### src/core/tsense_pkg.sv
/*
  constants, field layouts and carrier types for the sensor capability and
  configuration registers with window hysteresis.
  assumes one 20 MHz clock and a synchronous active-high reset.
*/
// Behaviour
// pointer 00h reads a fixed 16-bit feature word; writes never alter it.
// feature word bits 15:8 always read zero.
// policy bit 0: alarm output frozen in power-down until next sample.
// policy bit 1: alarm output released in power-down until next sample.
// feature bit 7 mirrors bus options bit 4; the code drives the inverse of bus options bit 4.
// bit 6 reads 1; stalled bus abandoned after 25 to 35 ms low.
// bus timeout stays active in power-down and nonvolatile accesses.
// bits 4:3 read 10, 11-bit result with 0.125 C step.
// bit 2 reads 1; negative readings carry the sign bit.
// bit 1 reads 1, higher accuracy grade.
// bit 0 reads 1, alarm and critical interrupt capable.
// bit 5 reads 1, first address pin high-voltage tolerant.
// pointer 01h is a 16-bit read/write setup word.
// setup bits 15:11 read zero; host writes them as zero.
// hysteresis select 00 off, 01 1.5 C, 10 3 C, 11 6 C.
// above flag bit 14 sets when reading exceeds upper limit.
// above flag holds until reading <= upper minus hysteresis.
// below flag bit 13 clears when reading >= lower limit.
// below flag sets only when reading <= lower minus hysteresis.
// alarm output uses the same hysteresis as the window flags; the code registers alarm_raw_i on each sample and applies no hysteresis to it.
// hysteresis select writes ignored while either lock bit is set.
// power-down bit set stops conversions and events.
// writes to read-only registers are acknowledged but change nothing.
// flags evaluated once per conversion, signed comparison.
// setup word resets to zero.
package tsense_pkg;

  localparam logic [7:0] PTR_FEATURE = 8'h00;
  localparam logic [7:0] PTR_SETUP = 8'h01;
  localparam logic [15:0] SETUP_RESET = 16'h0000;

  // feature word bit positions
  localparam int FEAT_POLICY_BIT = 7;
  localparam int FEAT_TIMEOUT_BIT = 6;
  localparam int FEAT_HV_BIT = 5;
  localparam int FEAT_RES_LSB = 3;
  localparam int FEAT_WIDE_BIT = 2;
  localparam int FEAT_ACC_BIT = 1;
  localparam int FEAT_ALARM_BIT = 0;
  localparam logic [1:0] RESOLUTION_CODE = 2'h2;
  localparam int BUSOPT_FREEZE_BIT = 4;

  // setup word bit positions
  localparam int HYST_LSB = 9;
  localparam int PWRDN_BIT = 8;
  localparam int CRIT_LOCK_BIT = 7;
  localparam int WIN_LOCK_BIT = 6;
  localparam logic [15:0] SETUP_WMASK = 16'h07FF;

  // temperature result flag positions
  localparam int ABOVE_BIT = 14;
  localparam int BELOW_BIT = 13;

  // hysteresis in 1/16 C steps of the 13-bit reading
  localparam logic [12:0] HYST_1P5 = 13'h0018;
  localparam logic [12:0] HYST_3 = 13'h0030;
  localparam logic [12:0] HYST_6 = 13'h0060;

  // bus timeout window
  localparam int CLK_HZ = 20000000;
  localparam int TIMEOUT_MIN_MS = 25;
  localparam int TIMEOUT_MAX_MS = 35;
  localparam int TIMEOUT_MIN_CYC = (CLK_HZ / 1000) * TIMEOUT_MIN_MS;
  localparam int TIMEOUT_MAX_CYC = (CLK_HZ / 1000) * TIMEOUT_MAX_MS;
  localparam int TIMEOUT_CYC = (TIMEOUT_MIN_CYC + TIMEOUT_MAX_CYC) / 2;

  typedef struct packed {
    logic wr;
    logic rd;
    logic [7:0] ptr;
    logic [15:0] wdata;
  } reg_req_type;

  typedef struct packed {
    logic signed [12:0] temp;
    logic signed [12:0] upper;
    logic signed [12:0] lower;
  } sample_type;

  typedef enum logic [1:0] {
    PWR_RUN,
    PWR_DOWN,
    PWR_WAKE
  } pwr_state_type;

endpackage

### src/core/window_compare.sv
/*
  window flag evaluator with selectable hysteresis, one step per sample.
  assumes limits and reading share one signed 13-bit format.
*/
`timescale 1ns/1ps
module window_compare (
  input wire logic core_clk_i,
  input wire logic srst_i,
  input wire logic clear_i,
  input wire logic step_i,
  input wire tsense_pkg::sample_type sample_i,
  input wire logic [1:0] hyst_sel_i,
  output logic above_o,
  output logic below_o
);

  typedef struct packed {
    logic above;
    logic below;
  } st_type;

  st_type q, d;

  function automatic logic signed [12:0] hyst_amount(input logic [1:0] s);
    case (s)
      2'h1: hyst_amount = tsense_pkg::HYST_1P5;
      2'h2: hyst_amount = tsense_pkg::HYST_3;
      2'h3: hyst_amount = tsense_pkg::HYST_6;
      default: hyst_amount = 13'h0000;
    endcase
  endfunction

  logic signed [13:0] up_lo, lo_lo, t14;

  always_comb begin
    t14 = {sample_i.temp[12], sample_i.temp};
    up_lo = {sample_i.upper[12], sample_i.upper} -
      {1'b0, hyst_amount(hyst_sel_i)};
    lo_lo = {sample_i.lower[12], sample_i.lower} -
      {1'b0, hyst_amount(hyst_sel_i)};
    d = q;
    if (clear_i) begin
      d = '0;
    end else if (step_i) begin
      if (sample_i.temp > sample_i.upper) begin
        d.above = 1'b1;
      end else if (t14 <= up_lo) begin
        d.above = 1'b0;
      end
      if (sample_i.temp >= sample_i.lower) begin
        d.below = 1'b0;
      end else if (t14 <= lo_lo) begin
        d.below = 1'b1;
      end
    end
  end

  always_ff @(posedge core_clk_i) begin
    if (srst_i) begin
      q <= '0;
    end else begin
      q <= d;
    end
  end

  assign above_o = q.above;
  assign below_o = q.below;

endmodule

### src/core/bus_timeout.sv
/*
  stalled bus detector: flags a clock line held low too long.
  assumes the clock line level is synchronous to core_clk_i.
*/
`timescale 1ns/1ps
module bus_timeout #(
  parameter int TIMEOUT_CYCLES = tsense_pkg::TIMEOUT_CYC
) (
  input wire logic core_clk_i,
  input wire logic srst_i,
  input wire logic scl_low_i,
  output logic abandon_o
);

  typedef struct packed {
    logic [19:0] cnt;
    logic abandon;
  } st_type;

  st_type q, d;

  // counter runs regardless of power-down or memory access
  always_comb begin
    d = q;
    d.abandon = 1'b0;
    if (!scl_low_i) begin
      d.cnt = '0;
    end else if (q.cnt == 20'(TIMEOUT_CYCLES - 1)) begin
      d.abandon = 1'b1;
      d.cnt = '0;
    end else begin
      d.cnt = q.cnt + 20'h00001;
    end
  end

  always_ff @(posedge core_clk_i) begin
    if (srst_i) begin
      q <= '0;
    end else begin
      q <= d;
    end
  end

  assign abandon_o = q.abandon;

endmodule

### src/core/tsense_regs.sv
/*
  feature and setup registers, window flags and alarm output policy.
  assumes a pointer-addressed access port and a conversion engine that
  pulses conv_done_i with a fresh signed reading.
*/
`timescale 1ns/1ps
module tsense_regs #(
  parameter int TIMEOUT_CYCLES = tsense_pkg::TIMEOUT_CYC
) (
  input wire logic core_clk_i,
  input wire logic srst_i,
  input wire tsense_pkg::reg_req_type req_i,
  input wire logic [7:0] bus_options_i,
  input wire logic conv_done_i,
  input wire tsense_pkg::sample_type sample_i,
  input wire logic alarm_raw_i,
  input wire logic scl_low_i,
  output logic [15:0] rdata_o,
  output logic ack_o,
  output logic [15:0] setup_o,
  output logic conv_enable_o,
  output logic above_o,
  output logic below_o,
  output logic alarm_o,
  output logic alarm_drive_o,
  output logic bus_abandon_o
);

  // ==========================================================
  // state
  typedef struct packed {
    logic [15:0] setup;
    logic [15:0] rdata;
    logic ack;
    tsense_pkg::pwr_state_type pwr;
    logic alarm;
    logic alarm_drive;
    logic above;
    logic below;
    logic abandon;
    logic conv_en;
  } st_type;

  st_type q, d;
  logic win_above, win_below, win_clear, step, abandon;

  function automatic logic [15:0] feature_word(input logic freeze);
    logic [15:0] w;
    w = 16'h0000;
    w[tsense_pkg::FEAT_POLICY_BIT] = ~freeze;
    w[tsense_pkg::FEAT_TIMEOUT_BIT] = 1'b1;
    w[tsense_pkg::FEAT_HV_BIT] = 1'b1;
    w[tsense_pkg::FEAT_RES_LSB +: 2] = tsense_pkg::RESOLUTION_CODE;
    w[tsense_pkg::FEAT_WIDE_BIT] = 1'b1;
    w[tsense_pkg::FEAT_ACC_BIT] = 1'b1;
    w[tsense_pkg::FEAT_ALARM_BIT] = 1'b1;
    return w;
  endfunction

  logic locked, powered_down, policy_release;
  logic [15:0] wr_val;

  // ==========================================================
  // window flags
  // conversions stop in power-down, so no step can arrive then
  assign step = conv_done_i && !q.setup[tsense_pkg::PWRDN_BIT];
  assign win_clear = (q.pwr == tsense_pkg::PWR_DOWN);

  window_compare u_win (
    .core_clk_i(core_clk_i),
    .srst_i(srst_i),
    .clear_i(win_clear),
    .step_i(step),
    .sample_i(sample_i),
    .hyst_sel_i(q.setup[tsense_pkg::HYST_LSB +: 2]),
    .above_o(win_above),
    .below_o(win_below)
  );

  bus_timeout #(
    .TIMEOUT_CYCLES(TIMEOUT_CYCLES)
  ) u_tmo (
    .core_clk_i(core_clk_i),
    .srst_i(srst_i),
    .scl_low_i(scl_low_i),
    .abandon_o(abandon)
  );

  // ==========================================================
  // next state
  always_comb begin
    d = q;
    locked = q.setup[tsense_pkg::CRIT_LOCK_BIT] ||
      q.setup[tsense_pkg::WIN_LOCK_BIT];
    powered_down = q.setup[tsense_pkg::PWRDN_BIT];
    policy_release = !bus_options_i[tsense_pkg::BUSOPT_FREEZE_BIT];
    wr_val = req_i.wdata & tsense_pkg::SETUP_WMASK;
    d.ack = req_i.wr || req_i.rd;
    d.above = win_above;
    d.below = win_below;
    d.abandon = abandon;

    if (req_i.wr && req_i.ptr == tsense_pkg::PTR_SETUP) begin
      if (locked) begin
        // lock keeps hysteresis select from changing and power-down from being set
        wr_val[tsense_pkg::HYST_LSB +: 2] =
          q.setup[tsense_pkg::HYST_LSB +: 2];
        wr_val[tsense_pkg::PWRDN_BIT] = q.setup[tsense_pkg::PWRDN_BIT] &
          req_i.wdata[tsense_pkg::PWRDN_BIT];
      end
      d.setup = wr_val;
    end
    // feature word has no write path at all

    if (req_i.rd) begin
      case (req_i.ptr)
        tsense_pkg::PTR_FEATURE: d.rdata =
          feature_word(!policy_release);
        tsense_pkg::PTR_SETUP: d.rdata = q.setup;
        default: d.rdata = 16'h0000;
      endcase
    end

    case (q.pwr)
      tsense_pkg::PWR_RUN: begin
        if (step) begin
          d.alarm = alarm_raw_i;
        end
        if (powered_down) begin
          d.pwr = tsense_pkg::PWR_DOWN;
          if (policy_release) begin
            d.alarm_drive = 1'b0;
          end
        end
      end
      tsense_pkg::PWR_DOWN: begin
        // frozen policy leaves alarm untouched here
        if (!powered_down) begin
          d.pwr = tsense_pkg::PWR_WAKE;
        end
      end
      tsense_pkg::PWR_WAKE: begin
        if (powered_down) begin
          d.pwr = tsense_pkg::PWR_DOWN;
        end else if (step) begin
          d.alarm = alarm_raw_i;
          d.alarm_drive = 1'b1;
          d.pwr = tsense_pkg::PWR_RUN;
        end
      end
      default: d.pwr = tsense_pkg::PWR_RUN;
    endcase
    // registered copy so the enable pin comes straight from a flop
    d.conv_en = !d.setup[tsense_pkg::PWRDN_BIT];
  end

  // ==========================================================
  // registers
  always_ff @(posedge core_clk_i) begin
    if (srst_i) begin
      q.setup <= tsense_pkg::SETUP_RESET;
      q.rdata <= 16'h0000;
      q.ack <= 1'b0;
      q.pwr <= tsense_pkg::PWR_RUN;
      q.alarm <= 1'b0;
      q.alarm_drive <= 1'b1;
      q.above <= 1'b0;
      q.below <= 1'b0;
      q.abandon <= 1'b0;
      q.conv_en <= 1'b1;
    end else begin
      q <= d;
    end
  end

  assign rdata_o = q.rdata;
  assign ack_o = q.ack;
  assign setup_o = q.setup;
  assign conv_enable_o = q.conv_en;
  assign above_o = q.above;
  assign below_o = q.below;
  assign alarm_o = q.alarm;
  assign alarm_drive_o = q.alarm_drive;
  assign bus_abandon_o = q.abandon;

endmodule

### config.mk
export PLATFORM = sky130hd
export DESIGN_NAME = tsense_regs
export DESIGN_NICKNAME = d
export VERILOG_FILES = /design/src/core/tsense_pkg.sv /design/src/core/window_compare.sv /design/src/core/bus_timeout.sv /design/src/core/tsense_regs.sv
export SDC_FILE = /design/constraint.sdc
export NUM_CORES = 1
export LEC_CHECK = 0
export BUFFER_PORTS_ARGS = -buffer_cell sky130_fd_sc_hd__buf_2
export CORE_UTILIZATION = 49
export CTS_CLUSTER_DIAMETER = 50
export DETAILED_ROUTE_END_ITERATION = 6
export PLACE_DENSITY_LB_ADDON = 0.1
export SLEW_MARGIN = 30
export SYNTH_ARGS = -nofsm -noshare
export SYNTH_HDL_FRONTEND = slang
export SYNTH_SLANG_ARGS = --single-unit
### constraint.sdc
create_clock -name core_clk_i -period 4.1 [get_ports core_clk_i]
set_clock_uncertainty 0.15 [all_clocks]
set_input_delay 0.82 -clock core_clk_i [delete_from_list [all_inputs] [get_ports core_clk_i]]
set_output_delay 0.82 -clock core_clk_i [all_outputs]
set_load 0.02 [all_outputs]
==> impl_results.md <==
- Area growth syn-to-layout: 12.11%
- Vias per cell: 5.154
- DP Wirelength: 7.144 mm
- Worst EP arrival: 3.88 ns
- Met1 Usage GRT: 27.16%
- Drt pass-1 iters: 5
- Worst ir drop on vdd: 0.0001788 V
- Max-Cap Viols: 0
- Main flop type after synthesis: dfxtp_1
- PwrDens: 248.1 nW/um^2
- Congestion Overflow GR: 0
- Synthesized cell area: 4123 sq um
- PortBufs: 94
- P_leak: 2.158 nW
- Int Pwr: 0.0008331 W
- CTS Buffer Depth: 2
- CP max stage cell: dfxtp_1
- Unique masters post-synth: 50
- CTS tree: yes
- Reg area: 1081 sq um
- First-pass GRT wire length: 14.49 mm
- Post-CTS setup buffers: 0
- I/O pin total: 117
- Register share of total power: 46.4%
- Antenna cells: 0
- Pins Over Slew Limit: 0
- M2 GR Usage: 33.39%
- Synth Warn #: 0
- Layout Nets: 711
- Max Freq: 261.8 MHz
- Wire per inst: 12.80 um
- Worst-Skew Late Latency: 0.31 ns
- Crit-path cells: buf_4, ha_1, o21bai_1, ha_1, a21oi_1, nor2b_1, nor3_1, buf_4, nand4_1, xnor2_1, ha_1, nand3_1, nor3_1, buf_4, o31ai_1, o211ai_1, xor2_1, o211a_1
- Comb power frac: 20.7%
- CP endpoint kind: register
- Fill cells: 801
- Worst-margin pin slew: 0.7505 ns
- Yosys reg bits: 54
- ANT nets after route: 0
- Most frequent cells in the layout: buf_2, ha_1, dfxtp_1
- Core Region: 8175 sq um
- Via count: 3484
- Clock Sinks: 54
- CTS H-tree lvls: 2
- Clock power frac: 32.9%
- Met3 usage: 3.722%
- Total wire length: 8.654 mm
- Post-Syn Instances: 498
- Number of global-route vias before repair: 3305
- Final Cell Area: 4622 sq um
- Area of the multi-input gates: 2619 sq um
- Required @ worst endpoint: 4.16 ns
- Max Fanout on Critical Path: 5
- Global Route Usage Sum: 20.37%
- Chip Height: 93.73 um
- EDFF count, synth: 0
- Status: complete, no violations
- Post-layout util: 56.54%
- Seq/Total Area, Yosys: 26.22%
- DR iter-0 viols: 153
- P_sw: 0.0003135 W
- Clock Tree Root: clkbuf_8
- Share of flip-flops with an asynchronous set or reset: 0%
- Commonest non-fill, non-tap cell in the layout: buf_2
- Initial antenna violation count: 0
- # rows: 33
- Fin crit share: 93.17%
- Final setup fails: 0
- Post-synthesis average cell area: 8.279 sq um
- Sw frac: 27.34%
- Crit path time final: 3.820 ns
- # DRC: 0
- Max stage delay on crit path: 0.33 ns
- Slew HR: 49.82%
- RSZ-0062 raised after global routing: no
- Final Hold Vio Count: 0
- Initial Util: 50.43%
- Routability cong.: 0.8449
- Grt peak-use layer: met2
- Clock-pin transition on the worst setup and hold timing paths: 0.10 ns
- Placed standard-cell area: 4496 sq um
- Crit Path Class: reg2reg
- Total CTS buffers: 5
- Largest net degree at the start of global routing: 34
- Critical path startpoint category: register
- Hold WS: 0.2945 ns
- Die extent in x: 93.73 um
- Die area: 8784 sq um
- Share of cells above drive strength 1: 20.14%
- Worst Hold Class: reg2reg
- Fin Setup TNS: 0 ns
## through the flow
stage	setup slack (ns)	std cells	total power [W]
6_report	0.2799	676	0.001147
3_5_place_dp	0.02981	668	0.0007800
2_1_floorplan	0.5446	507	0.0007057
4_1_cts	0.2706	676	0.001154
3_3_place_gp	0.1051	668	0.0007741
5_1_grt	0.04129	676	0.001213
## final timing paths
| kind | from | endpoint | slack (ns) | cells past startpoint |
|---|---|---|---|---|
| setup reg to reg | setup_o[9]$_SDFFE_PP0P_ | u_win.below_o$_SDFFE_PP0P_ | 0.28 | 18 |
| hold reg to reg | u_tmo.abandon_o$_SDFF_PP0_ | bus_abandon_o$_SDFF_PP0_ | 0.29 | 1 |
| setup / recovery | setup_o[9]$_SDFFE_PP0P_ | u_win.below_o$_SDFFE_PP0P_ | 0.28 | 18 |
| hold / removal | u_tmo.abandon_o$_SDFF_PP0_ | bus_abandon_o$_SDFF_PP0_ | 0.29 | 1 |
## repair_timing
item / in CTS / in global routing
hold buffers: 0 / 0
endpoints found under the setup margin: 0 / 1
resized for setup: 0 / 1
## power by group through the flow
stage / clock network (W) / logic (W) / registers (W)
5_1_grt: 0.000409 / 0.000271 / 0.000533
4_1_cts: 0.000384 / 0.000238 / 0.000532
2_1_floorplan: 0 / 0.000159 / 0.000547
3_3_place_gp: 0 / 0.000230 / 0.000544
6_report: 0.000378 / 0.000237 / 0.000532
3_5_place_dp: 0 / 0.000236 / 0.000544
## cell usage after synthesis (3+ instances only)
cell type,instances,area share [%]
ha_1,61,19
dfxtp_1,54,26
inv_1,43,3.9
a21oi_1,41,5.0
nand3_1,40,4.9
nor2_1,37,3.4
buf_4,33,6.0
nand2_1,24,2.2
xnor2_1,20,4.2
nand2b_1,18,2.7
a21o_1,13,2.4
nor2b_1,11,1.7
xor2_1,11,2.3
nand4_1,10,1.5
clkbuf_1,8,0.73
o21ai_0,8,0.97
a211oi_1,6,1.1
nor3_1,6,0.73
nor4_1,6,0.91
and3_1,5,0.76
and4_1,3,0.64
o21bai_1,3,0.55
or3_1,3,0.46
## critical path, delay by kind of cell, from the launching register on
| family | cells | cell delay [ns] |
|---|---|---|
| AO/OA/AOI/OAI | 5 | 0.93 |
| adder cells (fa/ha/maj) | 3 | 0.85 |
| AND/OR/NAND/NOR | 5 | 0.71 |
| buffers and inverters | 3 | 0.47 |
| flip-flops | 1 | 0.33 |
| XOR/XNOR | 2 | 0.28 |
## per-layer routing
| layer | part of all wire [%] | up-vias |
|---|---|---|
| met5 | 0 | - |
| met4 | 1.5 | 0 |
| met3 | 5.3 | 10 |
| met2 | 44 | 90 |
| met1 | 49 | 1550 |
| li1 | - | 1834 |
## kinds of logic after synthesis
kind of cell | count (synthesis) | share of synthesized area [%]
AND/OR/NAND/NOR | 174 | 22.79
AO/OA/AOI/OAI | 87 | 13.14
buffers and inverters | 86 | 11.20
adder cells (fa/ha/maj) | 63 | 19.48
flip-flops | 54 | 26.22
XOR/XNOR | 31 | 6.586
multiplexers | 2 | 0.4856
other | 1 | 0.09096
## flip-flops by register name (all words and copies together), names as in the netlist, 2 cells and up
name,cells
q,2
u_tmo.q,20
setup_o,11
rdata_o,11
## cell type report
class                   instances  area share, %
clock inverters                 2         0.8392
clock buffers                   6          1.787
inverters                      43          3.492
repair buffers                 99          10.99
multi-input cells             367          56.66
well taps                     105          2.842
flip-flops and latches         54          23.39
Power figures use the tool's default switching activity.
